File: src/logic/uss_pkg.sv
package uss_pkg;
  // Suspend control states
  typedef enum logic [1:0] {
    USS_UNCONF,
    USS_ACTIVE,
    USS_SUSP,
    USS_WAKE
  } uss_state_e;

  // Remote wakeup resume drive time in microseconds
  localparam int unsigned RESUME_DRIVE_US  = 2000;
  localparam int unsigned CLK_MHZ          = 200;
  localparam int unsigned RESUME_DRIVE_CYC = RESUME_DRIVE_US * CLK_MHZ;
  localparam int unsigned CNT_W            = 20;
endpackage : uss_pkg

File: src/logic/uss_suspend_ctrl.sv
module uss_suspend_ctrl
  import uss_pkg::*;
#(
  parameter int unsigned RESUME_CYC = RESUME_DRIVE_CYC
) (
  // Clock, reset, enable
  input  wire logic MCLK_IN,
  input  wire logic RESETN_IN,
  input  wire logic CE_IN,
  // Bus condition detectors
  input  wire logic BUS_SUSPEND_IN,
  input  wire logic BUS_RESUME_IN,
  input  wire logic BUS_RESET_IN,
  // Enumeration status
  input  wire logic CONFIGURED_IN,
  input  wire logic REMOTE_WAKE_EN_IN,
  // Wake request pin, active low
  input  wire logic WAKE_REQ_N_IN,
  // Outputs
  output logic      SLEEP_INDICATOR_OUT,
  output logic      SLEEP_INDICATOR_LOW_OUT,
  output logic      DRIVE_RESUME_OUT,
  output logic      SUSPENDED_OUT
);

  uss_state_e       state_reg;
  uss_state_e       state_next;
  logic [CNT_W-1:0] wake_cnt_reg;
  logic             wake_done;

  assign wake_done = (wake_cnt_reg == CNT_W'(RESUME_CYC - 1));

  always_comb begin
    state_next = state_reg;
    case (state_reg)
      USS_UNCONF: begin
        if (BUS_RESET_IN) begin
          state_next = USS_UNCONF;
        end else if (BUS_SUSPEND_IN) begin
          state_next = USS_SUSP;
        end else if (CONFIGURED_IN) begin
          state_next = USS_ACTIVE;
        end
      end
      USS_ACTIVE: begin
        if (BUS_RESET_IN) begin
          state_next = USS_UNCONF;
        end else if (BUS_SUSPEND_IN) begin
          state_next = USS_SUSP;
        end else if (!CONFIGURED_IN) begin
          state_next = USS_UNCONF;
        end
      end
      USS_SUSP: begin
        if (BUS_RESET_IN) begin
          state_next = USS_UNCONF;
        end else if (BUS_RESUME_IN) begin
          state_next = CONFIGURED_IN ? USS_ACTIVE : USS_UNCONF;
        end else if (REMOTE_WAKE_EN_IN && !WAKE_REQ_N_IN) begin
          state_next = USS_WAKE;
        end
      end
      USS_WAKE: begin
        if (BUS_RESET_IN) begin
          state_next = USS_UNCONF;
        end else if (wake_done) begin
          state_next = CONFIGURED_IN ? USS_ACTIVE : USS_UNCONF;
        end
      end
      default: state_next = USS_UNCONF;
    endcase
  end

  // State, reset to unconfigured
  always_ff @(posedge MCLK_IN or negedge RESETN_IN) begin
    if (!RESETN_IN) begin
      state_reg <= USS_UNCONF;
    end else if (CE_IN) begin
      state_reg <= state_next;
    end
  end

  // Resume drive timer
  always_ff @(posedge MCLK_IN or negedge RESETN_IN) begin
    if (!RESETN_IN) begin
      wake_cnt_reg <= '0;
    end else if (CE_IN) begin
      if (state_reg == USS_WAKE && !wake_done) begin
        wake_cnt_reg <= wake_cnt_reg + CNT_W'(1);
      end else begin
        wake_cnt_reg <= '0;
      end
    end
  end

  // Outputs from flops
  always_ff @(posedge MCLK_IN or negedge RESETN_IN) begin
    if (!RESETN_IN) begin
      SLEEP_INDICATOR_OUT     <= 1'b1;
      SLEEP_INDICATOR_LOW_OUT <= 1'b0;
      DRIVE_RESUME_OUT        <= 1'b0;
      SUSPENDED_OUT           <= 1'b0;
    end else if (CE_IN) begin
      SLEEP_INDICATOR_OUT     <= (state_next != USS_ACTIVE);
      SLEEP_INDICATOR_LOW_OUT <= (state_next == USS_ACTIVE);
      DRIVE_RESUME_OUT        <= (state_next == USS_WAKE);
      SUSPENDED_OUT           <= (state_next == USS_SUSP) || (state_next == USS_WAKE);
    end
  end

  a_low_complement: assert property (
    @(posedge MCLK_IN) disable iff (!RESETN_IN)
    SLEEP_INDICATOR_LOW_OUT == !SLEEP_INDICATOR_OUT)
    else $error("sleep indicators not complementary");

  a_suspend_enter: assert property (
    @(posedge MCLK_IN) disable iff (!RESETN_IN)
    CE_IN && BUS_SUSPEND_IN && !BUS_RESET_IN && state_reg != USS_SUSP
      && state_reg != USS_WAKE |=> SUSPENDED_OUT)
    else $error("suspend not entered");

  a_suspend_ind: assert property (
    @(posedge MCLK_IN) disable iff (!RESETN_IN)
    SUSPENDED_OUT |-> SLEEP_INDICATOR_OUT)
    else $error("indicator low while suspended");

  a_unconf_ind: assert property (
    @(posedge MCLK_IN) disable iff (!RESETN_IN)
    state_reg == USS_UNCONF |-> SLEEP_INDICATOR_OUT)
    else $error("indicator low while unconfigured");

  a_resume_exit: assert property (
    @(posedge MCLK_IN) disable iff (!RESETN_IN)
    CE_IN && state_reg == USS_SUSP && BUS_RESUME_IN |=> !SUSPENDED_OUT)
    else $error("resume did not end suspend");

  a_busreset_exit: assert property (
    @(posedge MCLK_IN) disable iff (!RESETN_IN)
    CE_IN && BUS_RESET_IN |=> !SUSPENDED_OUT && state_reg == USS_UNCONF)
    else $error("bus reset did not end suspend");

  a_wake_gate: assert property (
    @(posedge MCLK_IN) disable iff (!RESETN_IN)
    CE_IN && state_reg == USS_SUSP && !REMOTE_WAKE_EN_IN && !BUS_RESUME_IN
      && !BUS_RESET_IN |=> state_reg == USS_SUSP)
    else $error("wake pin acted while disabled");

  a_exit_deassert: assert property (
    @(posedge MCLK_IN) disable iff (!RESETN_IN)
    $fell(SUSPENDED_OUT) && CONFIGURED_IN && state_reg == USS_ACTIVE
      |-> !SLEEP_INDICATOR_OUT)
    else $error("indicator held after suspend exit");

  a_wake_drive: assert property (
    @(posedge MCLK_IN) disable iff (!RESETN_IN)
    CE_IN && state_reg == USS_SUSP && REMOTE_WAKE_EN_IN && !WAKE_REQ_N_IN
      && !BUS_RESUME_IN && !BUS_RESET_IN |=> DRIVE_RESUME_OUT && SUSPENDED_OUT)
    else $error("resume not driven on wake");

  a_cfg_active: assert property (
    @(posedge MCLK_IN) disable iff (!RESETN_IN)
    CE_IN && state_reg == USS_UNCONF && CONFIGURED_IN && !BUS_SUSPEND_IN && !BUS_RESET_IN
      |=> state_reg == USS_ACTIVE && !SLEEP_INDICATOR_OUT)
    else $error("configuration did not release indicators");

  a_active_ind: assert property (
    @(posedge MCLK_IN) disable iff (!RESETN_IN)
    state_reg == USS_ACTIVE |-> !SLEEP_INDICATOR_OUT && SLEEP_INDICATOR_LOW_OUT && !SUSPENDED_OUT)
    else $error("indicators asserted while active");

  a_drive_in_wake: assert property (
    @(posedge MCLK_IN) disable iff (!RESETN_IN)
    DRIVE_RESUME_OUT |-> state_reg == USS_WAKE && SUSPENDED_OUT)
    else $error("resume driven outside wake");

  a_wake_hold: assert property (
    @(posedge MCLK_IN) disable iff (!RESETN_IN)
    CE_IN && state_reg == USS_WAKE && !BUS_RESET_IN && !wake_done
      |=> DRIVE_RESUME_OUT && SUSPENDED_OUT)
    else $error("resume drive cut short");

  a_wake_finish: assert property (
    @(posedge MCLK_IN) disable iff (!RESETN_IN)
    CE_IN && state_reg == USS_WAKE && !BUS_RESET_IN && wake_done
      |=> !DRIVE_RESUME_OUT && !SUSPENDED_OUT)
    else $error("suspend held after resume drive");

  a_wake_fresh: assert property (
    @(posedge MCLK_IN) disable iff (!RESETN_IN)
    $rose(DRIVE_RESUME_OUT) |-> wake_cnt_reg == '0)
    else $error("resume timer not cleared at wake");

  a_ce_freeze: assert property (
    @(posedge MCLK_IN) disable iff (!RESETN_IN)
    !CE_IN |=> $stable(state_reg) && $stable(wake_cnt_reg) && $stable(SLEEP_INDICATOR_OUT)
      && $stable(SUSPENDED_OUT) && $stable(DRIVE_RESUME_OUT))
    else $error("state moved while clock enable low");

  a_susp_stay: assert property (
    @(posedge MCLK_IN) disable iff (!RESETN_IN)
    CE_IN && state_reg == USS_SUSP && !BUS_RESET_IN && !BUS_RESUME_IN
      && !(REMOTE_WAKE_EN_IN && !WAKE_REQ_N_IN) |=> SUSPENDED_OUT && !DRIVE_RESUME_OUT)
    else $error("suspend left without cause");

  a_unconf_resume: assert property (
    @(posedge MCLK_IN) disable iff (!RESETN_IN)
    CE_IN && state_reg == USS_SUSP && BUS_RESUME_IN && !BUS_RESET_IN && !CONFIGURED_IN
      |=> SLEEP_INDICATOR_OUT && !SUSPENDED_OUT)
    else $error("indicator released while unconfigured");

  a_active_drop: assert property (
    @(posedge MCLK_IN) disable iff (!RESETN_IN)
    CE_IN && state_reg == USS_ACTIVE && !CONFIGURED_IN && !BUS_SUSPEND_IN
      |=> state_reg == USS_UNCONF && SLEEP_INDICATOR_OUT)
    else $error("indicator low after configuration lost");

  a_resume_first: assert property (
    @(posedge MCLK_IN) disable iff (!RESETN_IN)
    CE_IN && state_reg == USS_SUSP && BUS_RESUME_IN && REMOTE_WAKE_EN_IN && !WAKE_REQ_N_IN
      |=> !DRIVE_RESUME_OUT && !SUSPENDED_OUT)
    else $error("wake pin beat bus resume");

endmodule : uss_suspend_ctrl

File: config.mk
export PLATFORM = sky130hd
export DESIGN_NAME = uss_suspend_ctrl
export DESIGN_NICKNAME = d
export VERILOG_FILES = /design/src/logic/uss_pkg.sv /design/src/logic/uss_suspend_ctrl.sv
export SDC_FILE = /design/constraint.sdc
export NUM_CORES = 1
export LEC_CHECK = 0
export CELL_PAD_IN_SITES_DETAIL_PLACEMENT = 1
export CELL_PAD_IN_SITES_GLOBAL_PLACEMENT = 2
export CORE_MARGIN = 5
export CORE_UTILIZATION = 33
export DETAILED_ROUTE_END_ITERATION = 8
export DONT_BUFFER_PORTS = 1
export PLACE_DENSITY = 0.76
export SYNTH_ARGS = -nofsm -noshare
export SYNTH_HDL_FRONTEND = slang
export SYNTH_SLANG_ARGS = --single-unit
File: constraint.sdc
create_clock -name MCLK_IN -period 2.18 [get_ports MCLK_IN]
set_input_delay 0.327 -clock MCLK_IN [delete_from_list [all_inputs] [get_ports MCLK_IN]]
set_output_delay 0.327 -clock MCLK_IN [all_outputs]
set_load 0.02 [all_outputs]
==> results of run 1 <==
-- repair_timing --
action | in CTS | in global routing
endpoints found under the setup margin | 0 | 17
resized for setup | 0 | 1
hold endpoints to repair | 25 | 0
hold buffers | 2 | 0
-- worst paths after layout --
path,slack [ns],depth (start not counted),to,start
setup / recovery,0.16,5,SLEEP_INDICATOR_LOW_OUT,wake_cnt_reg[0]
hold / removal,0.13,1,wake_cnt_reg[0],CE_IN
setup reg to reg,0.16,5,SLEEP_INDICATOR_LOW_OUT,wake_cnt_reg[0]
hold reg to reg,0.52,1,wake_cnt_reg[0],wake_cnt_reg[0]
max in group asynchronous,1.47,2,SLEEP_INDICATOR_OUT,RESETN_IN
min in group asynchronous,0.48,2,wake_cnt_reg[17],RESETN_IN
-- cell usage in the layout (no fill, tap or decap), drive strengths merged, types with 3 or more instances in the layout --
cell type / netlist / layout
xnor2: 9 / 9
nor2: 22 / 22
dfrtp: 24 / 24
o21ai: 4 / 4
clkbuf: 1 / 3
xor2: 8 / 8
inv: 9 / 9
nand4: 8 / 8
nor4: 3 / 3
nand2: 14 / 14
buf: 2 / 4
-- cells in the mapped netlist (all sizes together) (3+ instances only) --
master | number | area share
nor2 | 22 | 0.064
nand4 | 8 | 0.044
nand2 | 14 | 0.041
nor4 | 3 | 0.015
xor2 | 8 | 0.054
xnor2 | 9 | 0.061
dfrtp | 24 | 0.47
o21ai | 4 | 0.016
inv | 9 | 0.026
-- cell families after synthesis --
kind of cell | after synthesis
compound gates | 14
xor+xnor | 17
flops | 25
simple gates | 62
mux | 1
fa+ha+maj | 1
buf+inv | 12
-- worst max-delay path, cell delays in order, from the launching register on --
cell and delay, ns:
dfrtp_1 0.40, ha_1 0.27, nand4_1 0.18, or4_1 0.43
o21a_1 0.22, o32ai_1 0.39
-- power groups by stage --
stage               Clock [mW]  Sequential, mW  Combinational, mW
global route             0.318           0.491             0.0766
global placement             0           0.498             0.0496
finish                   0.289           0.490             0.0680
floorplan                    0           0.501             0.0382
CTS                      0.294           0.490             0.0681
detailed placement           0           0.499             0.0521
-- layout make-up --
type | count | area (um2) | share of cell area
inverters | 9 | 33.78 | 0.02360
multi-input cells | 95 | 611.8 | 0.4274
clock buffers | 3 | 41.29 | 0.02885
well taps | 48 | 60.06 | 0.04196
flip-flops and latches | 25 | 626.9 | 0.4379
repair buffers | 5 | 52.55 | 0.03671
clock inverters | 1 | 5.005 | 0.003497
-- through the flow --
stage	setup slack [ns]	util
after global routing	0.01157	0.3852
after global placement	0.2277	0.3620
after detailed placement	0.1789	0.3620
after CTS	0.1687	0.3825
after floorplan	0.4400	-
final	0.1640	0.3852
-- routing by layer --
metal,part of all wire,global-route usage
met1,0.47,0.1725
met2,0.48,0.2133
met3,0.037,0.02493
met4,0.015,0.05738
met5,0,0
==> metrics, run 1 <==
max cap viols 0; clock network power share 0.341; antenna viol nets, final 0; Reg clk slew, reported paths 0.09 ns; Synthesized Nets 142; via count 970; Yosys cell types 35; skew final 0.002963 ns; # rows 22; Inserted Diodes 0; area of the die 0.005255 mm2; Setup crit end kind register; Synth Area in XOR/XNOR 0.1155; Total GRT Usage 0.1323; Hold Violations, Final 0; drc violations 0; sequential element share of the synthesized area 0.4864; number of flops mapped to enable cells by yosys 0; CTS H-tree lvls 1; die height 72.49 um; number of setup buffers added after CTS 0; max FFs per register 20; static leakage 0.5865 nW; CP Max Fanout 5; vias in the first global route 1,104; outcome finished clean; Max Fclk 496.0 MHz; Design Area, Final 0.001431 mm2; NumNets Final 149; total chip power 0.8470 mW; post-synth design cell area 0.001289 mm2; clk root buf clkbuf_8; minimum period implied by the final worst setup slack 2.016 ns; CTS tree built; net switching power 0.2188 mW; average size of a mapped cell 9.763 um2; Chip Width 72.49 um; placed cell count 180; RSZ-0062 raised after global routing false; Mapped Cells 132; setup TNS 0 ns; CTS Buf Count 3; CP startpoint kind register; Seq pwr share 0.578; kind of critical path register to register; largest family of logic cells by synthesized area simple AND/OR/NAND/NOR gates; Max IR drop VDD 0.1915 mV; fin cells 186; fill count 440; Worst slew margin 0.7643; CTS Sinks 25; initial core utilization 0.3468; grt ovf 0; share of cells above drive strength 1 0.09420; pin count of the biggest net entering global routing 26; sw frac 0.2583; Post-Synth Simple-Gate Area 0.2456; Compound-Gate Fraction of Synth Area 0.08835; Top FF cell, synth dfrtp_1; dpl cell area 0.001345 mm2; Critical Path AT 2.17 ns; Tcrit/Tclk final 0.9248; first-pass GRT wire length 5423 um; asr flop ratio synth 1.000; Pwr per Cell Area 591.7 mW/mm2; Core Box Area 0.003716 mm2; min-delay worst type input pin to register; Bufs on Longest Clock Path 2; HPWL Detailed 2155 um; hold_ws 0.1299 ns; Port Buffers 0; combinational group share of total power 0.080; WP data required 2.33 ns; Least-Margin Pin Slew 0.3524 ns; DR iter-0 viols 35; WL/cell 16.18 um; Worst-Skew Late Latency 0.28 ns; #FFs+latches synth 25; Cell Int Power 0.6282 mW; WL final 3010 um; DR vias/cell 5.215; Final Setup Violations 0; Synth Area in Adders 0.009709; Initial DRT Pass Iterations 2; mux contribution to synthesized area 0.007767; # IOs 13; Layout area overhead 11.07%; initial antenna violation count 0; max-slew violations 0; Placer Congestion 0.7717; Ys Warns 0
No activity file was read; power rests on OpenSTA's default activity.
==> inputs of run 2 (changes only) <==
--- a/config.mk
+++ b/config.mk
@@ -11,7 +11,8 @@
 export CORE_UTILIZATION = 33
 export DETAILED_ROUTE_END_ITERATION = 8
 export DONT_BUFFER_PORTS = 1
-export PLACE_DENSITY = 0.76
+export PLACE_DENSITY = 0.73
+export SETUP_SLACK_MARGIN = 0.4
 export SYNTH_ARGS = -nofsm -noshare
 export SYNTH_HDL_FRONTEND = slang
 export SYNTH_SLANG_ARGS = --single-unit
==> run 2 against run 1 <==
  * Routed wire length increased by 5.9%
  * Register-to-register slack better by 0.25 ns
  * Final cell count rose by 5.9%
  * Final area grew 11%
  * Sequential share of layout area shrank 4.0 points
  * Non-clock buffer count is 11 higher
  * Sequential cell count unchanged
  * Clock-buffer cell count unchanged
  * Maximum frequency increased by 14%
  * Worst hold slack improved by 0.011 ns
  * Critical path depth decreased by 1
  * Critical endpoint is now SLEEP_INDICATOR_OUT
  * Largest power group unchanged
==> metrics, run 2 (synthesized netlist as in run 1, its figures left out) <==
Layout area overhead 23.11% (was 11.07%); CTS Sinks 25 (unchanged); CTS H-tree lvls 1 (unchanged); CP max stage delay 0.52 ns (was 0.43 ns); drc violations 0 (unchanged); Placer Congestion 0.7684 (was 0.7717); min-delay worst type input pin to register (unchanged); reg2reg start state_reg[0] (was wake_cnt_reg[0]); Initial DRT Pass Iterations 4 (was 2); via count 1,039 (was 970); Core Box Area 0.003716 mm2 (unchanged); skew final 0.005085 ns (was 0.002963 ns); Worst-Skew Late Latency 0.27 ns (was 0.28 ns); setup TNS 0 ns (unchanged); CTS Buf Count 3 (unchanged); Inserted Diodes 0 (unchanged); # IOs 13 (unchanged); worst reg-to-reg path cell count 4 (was 5); Worst Setup SP state_reg[0] (was wake_cnt_reg[0]); Max IR drop VDD 0.1393 mV (was 0.1915 mV); area of the die 0.005255 mm2 (unchanged); first-pass GRT wire length 5409 um (was 5423 um); Reg clk slew, reported paths 0.09 ns (about the same); antenna viol nets, final 0 (unchanged); Least-Margin Pin Slew 0.3306 ns (was 0.3524 ns); Port Buffers 0 (unchanged); initial antenna violation count 0 (unchanged); DR iter-0 viols 49 (was 35); commonest non-fill, non-tap cell in the layout nor2_1 (was dfrtp_1); minimum period implied by the final worst setup slack 1.763 ns (was 2.016 ns); Pwr per Cell Area 535.4 mW/mm2 (was 591.7 mW/mm2); NumNets Final 160 (was 149); max-slew violations 0 (unchanged); WP data required 2.38 ns (was 2.33 ns); WL final 3189 um (was 3010 um); vias in the first global route 1,121 (was 1,104); static leakage 0.6466 nW (was 0.5865 nW); Tcrit/Tclk final 0.8087 (was 0.9248); outcome finished clean (unchanged); r2r endpoint SLEEP_INDICATOR_OUT (was SLEEP_INDICATOR_LOW_OUT); CP Max Fanout 5 (unchanged); CP max stage cell or4_1 (unchanged); RSZ-0062 raised after global routing true (was false); Total GRT Usage 0.1295 (was 0.1323); initial core utilization 0.3468 (unchanged); kind of critical path register to register (unchanged); share of cells above drive strength 1 0.2349 (was 0.09420); crit path capture SLEEP_INDICATOR_OUT (was SLEEP_INDICATOR_LOW_OUT); grt ovf 0 (unchanged); Chip Width 72.49 um (unchanged); utilization after layout 0.4269 (was 0.3852); pin count of the biggest net entering global routing 26 (unchanged); die height 72.49 um (unchanged); Worst slew margin 0.7767 (was 0.7643); Bufs on Longest Clock Path 2 (unchanged); clk root buf clkbuf_8 (unchanged); reg2reg setup slack 0.42 ns (was 0.16 ns); HPWL Detailed 2116 um (was 2155 um); # rows 22 (unchanged); CTS tree built (unchanged); DR vias/cell 5.274 (was 5.215); max cap viols 0 (unchanged); max FFs per register 20 (unchanged); Critical Path AT 1.96 ns (was 2.17 ns); Max Fclk 567.2 MHz (was 496.0 MHz); CP startpoint kind register (unchanged); WL/cell 16.19 um (was 16.18 um); Hold Violations, Final 0 (unchanged); crit-path cells nand2_1 > or4_1 > o21a_1 > o32a_1 (was ha_1 > nand4_1 > or4_1 > o21a_1 > o32ai_1); Setup crit end kind register (unchanged); commonest non-fill, non-tap cells in the layout nor2_1, dfrtp_1, nand2_1 (was dfrtp_1, nor2_1, nand2_1); Final Setup Violations 0 (unchanged)
-- run 2: cell count changes in the layout (fill, tap and decap cells not counted), moves of 2 or more --
cell and delta:
dfrtp_1 -4, nor4_1 -2, buf_4 +10, nor4_2 +2, dfrtp_2 +4
-- run 2: worst max-delay path, delay by kind of cell, from the launching register on --
kind / cells / cell delay [ns]
DFF: 1 / 0.48
AOI/OAI and AO/OA: 2 / 0.58
and+or+nand+nor: 2 / 0.64
-- run 2: area by class of cell --
type                       instances  area (um2)
fill                             426        2130
multi-input combinational         95       666.9
timing repair buffer              16       147.6
clock inverter                     1       5.005
clock buffer                       3       41.29
tap                               48       60.06
sequential                        25       631.9
inverter                           9       33.78
-- run 2: report_power, final --
part | total, mW | switching (mW) | internal, mW
sequential | 0.489 | 0.0151 | 0.474
combinational | 0.0832 | 0.0460 | 0.0372
clock | 0.277 | 0.149 | 0.128
total | 0.849 | 0.210 | 0.639
-- run 2: what timing repair did --
item / CTS / global route
hold endpoints to repair: 25 / 0
buffers inserted: 6 / 5
setup endpoints to repair: 23 / 22
hold buffers: 2 / 0
pin swaps: 2 / 4
gates resized for setup: 6 / 12
-- run 2: how the worst min path moves through the flow --
stage / from / to / cells after the start
after floorplan: RESETN_IN / DRIVE_RESUME_OUT / 0
after global placement: RESETN_IN / state_reg[0] / 0
after detailed placement: RESETN_IN / SLEEP_INDICATOR_LOW_OUT / 0
after CTS: CE_IN / SLEEP_INDICATOR_LOW_OUT / 1
after global routing: CE_IN / state_reg[0] / 1
final: CE_IN / SLEEP_INDICATOR_LOW_OUT / 1
-- run 2: per-layer routing --
layer  part of all wire  track usage
met1               0.47       0.1701
met2               0.48       0.2123
met3              0.036      0.02632
met4             0.0056      0.04303
met5                  0            0
-- run 2: per-stage QoR --
stage	std cells	total power [mW]	hold slack, ns	instance area (um2)	setup WS (ns)
after floorplan	132	0.5395	0.03141	1289	0.4400
after global placement	180	0.5486	0.03208	1345	0.2377
after detailed placement	180	0.5496	0.03215	1345	0.1847
after CTS	192	0.8552	0.1383	1500	0.4080
after global routing	197	0.8926	0.1249	1587	0.3365
final	197	0.8495	0.1410	1587	0.4169
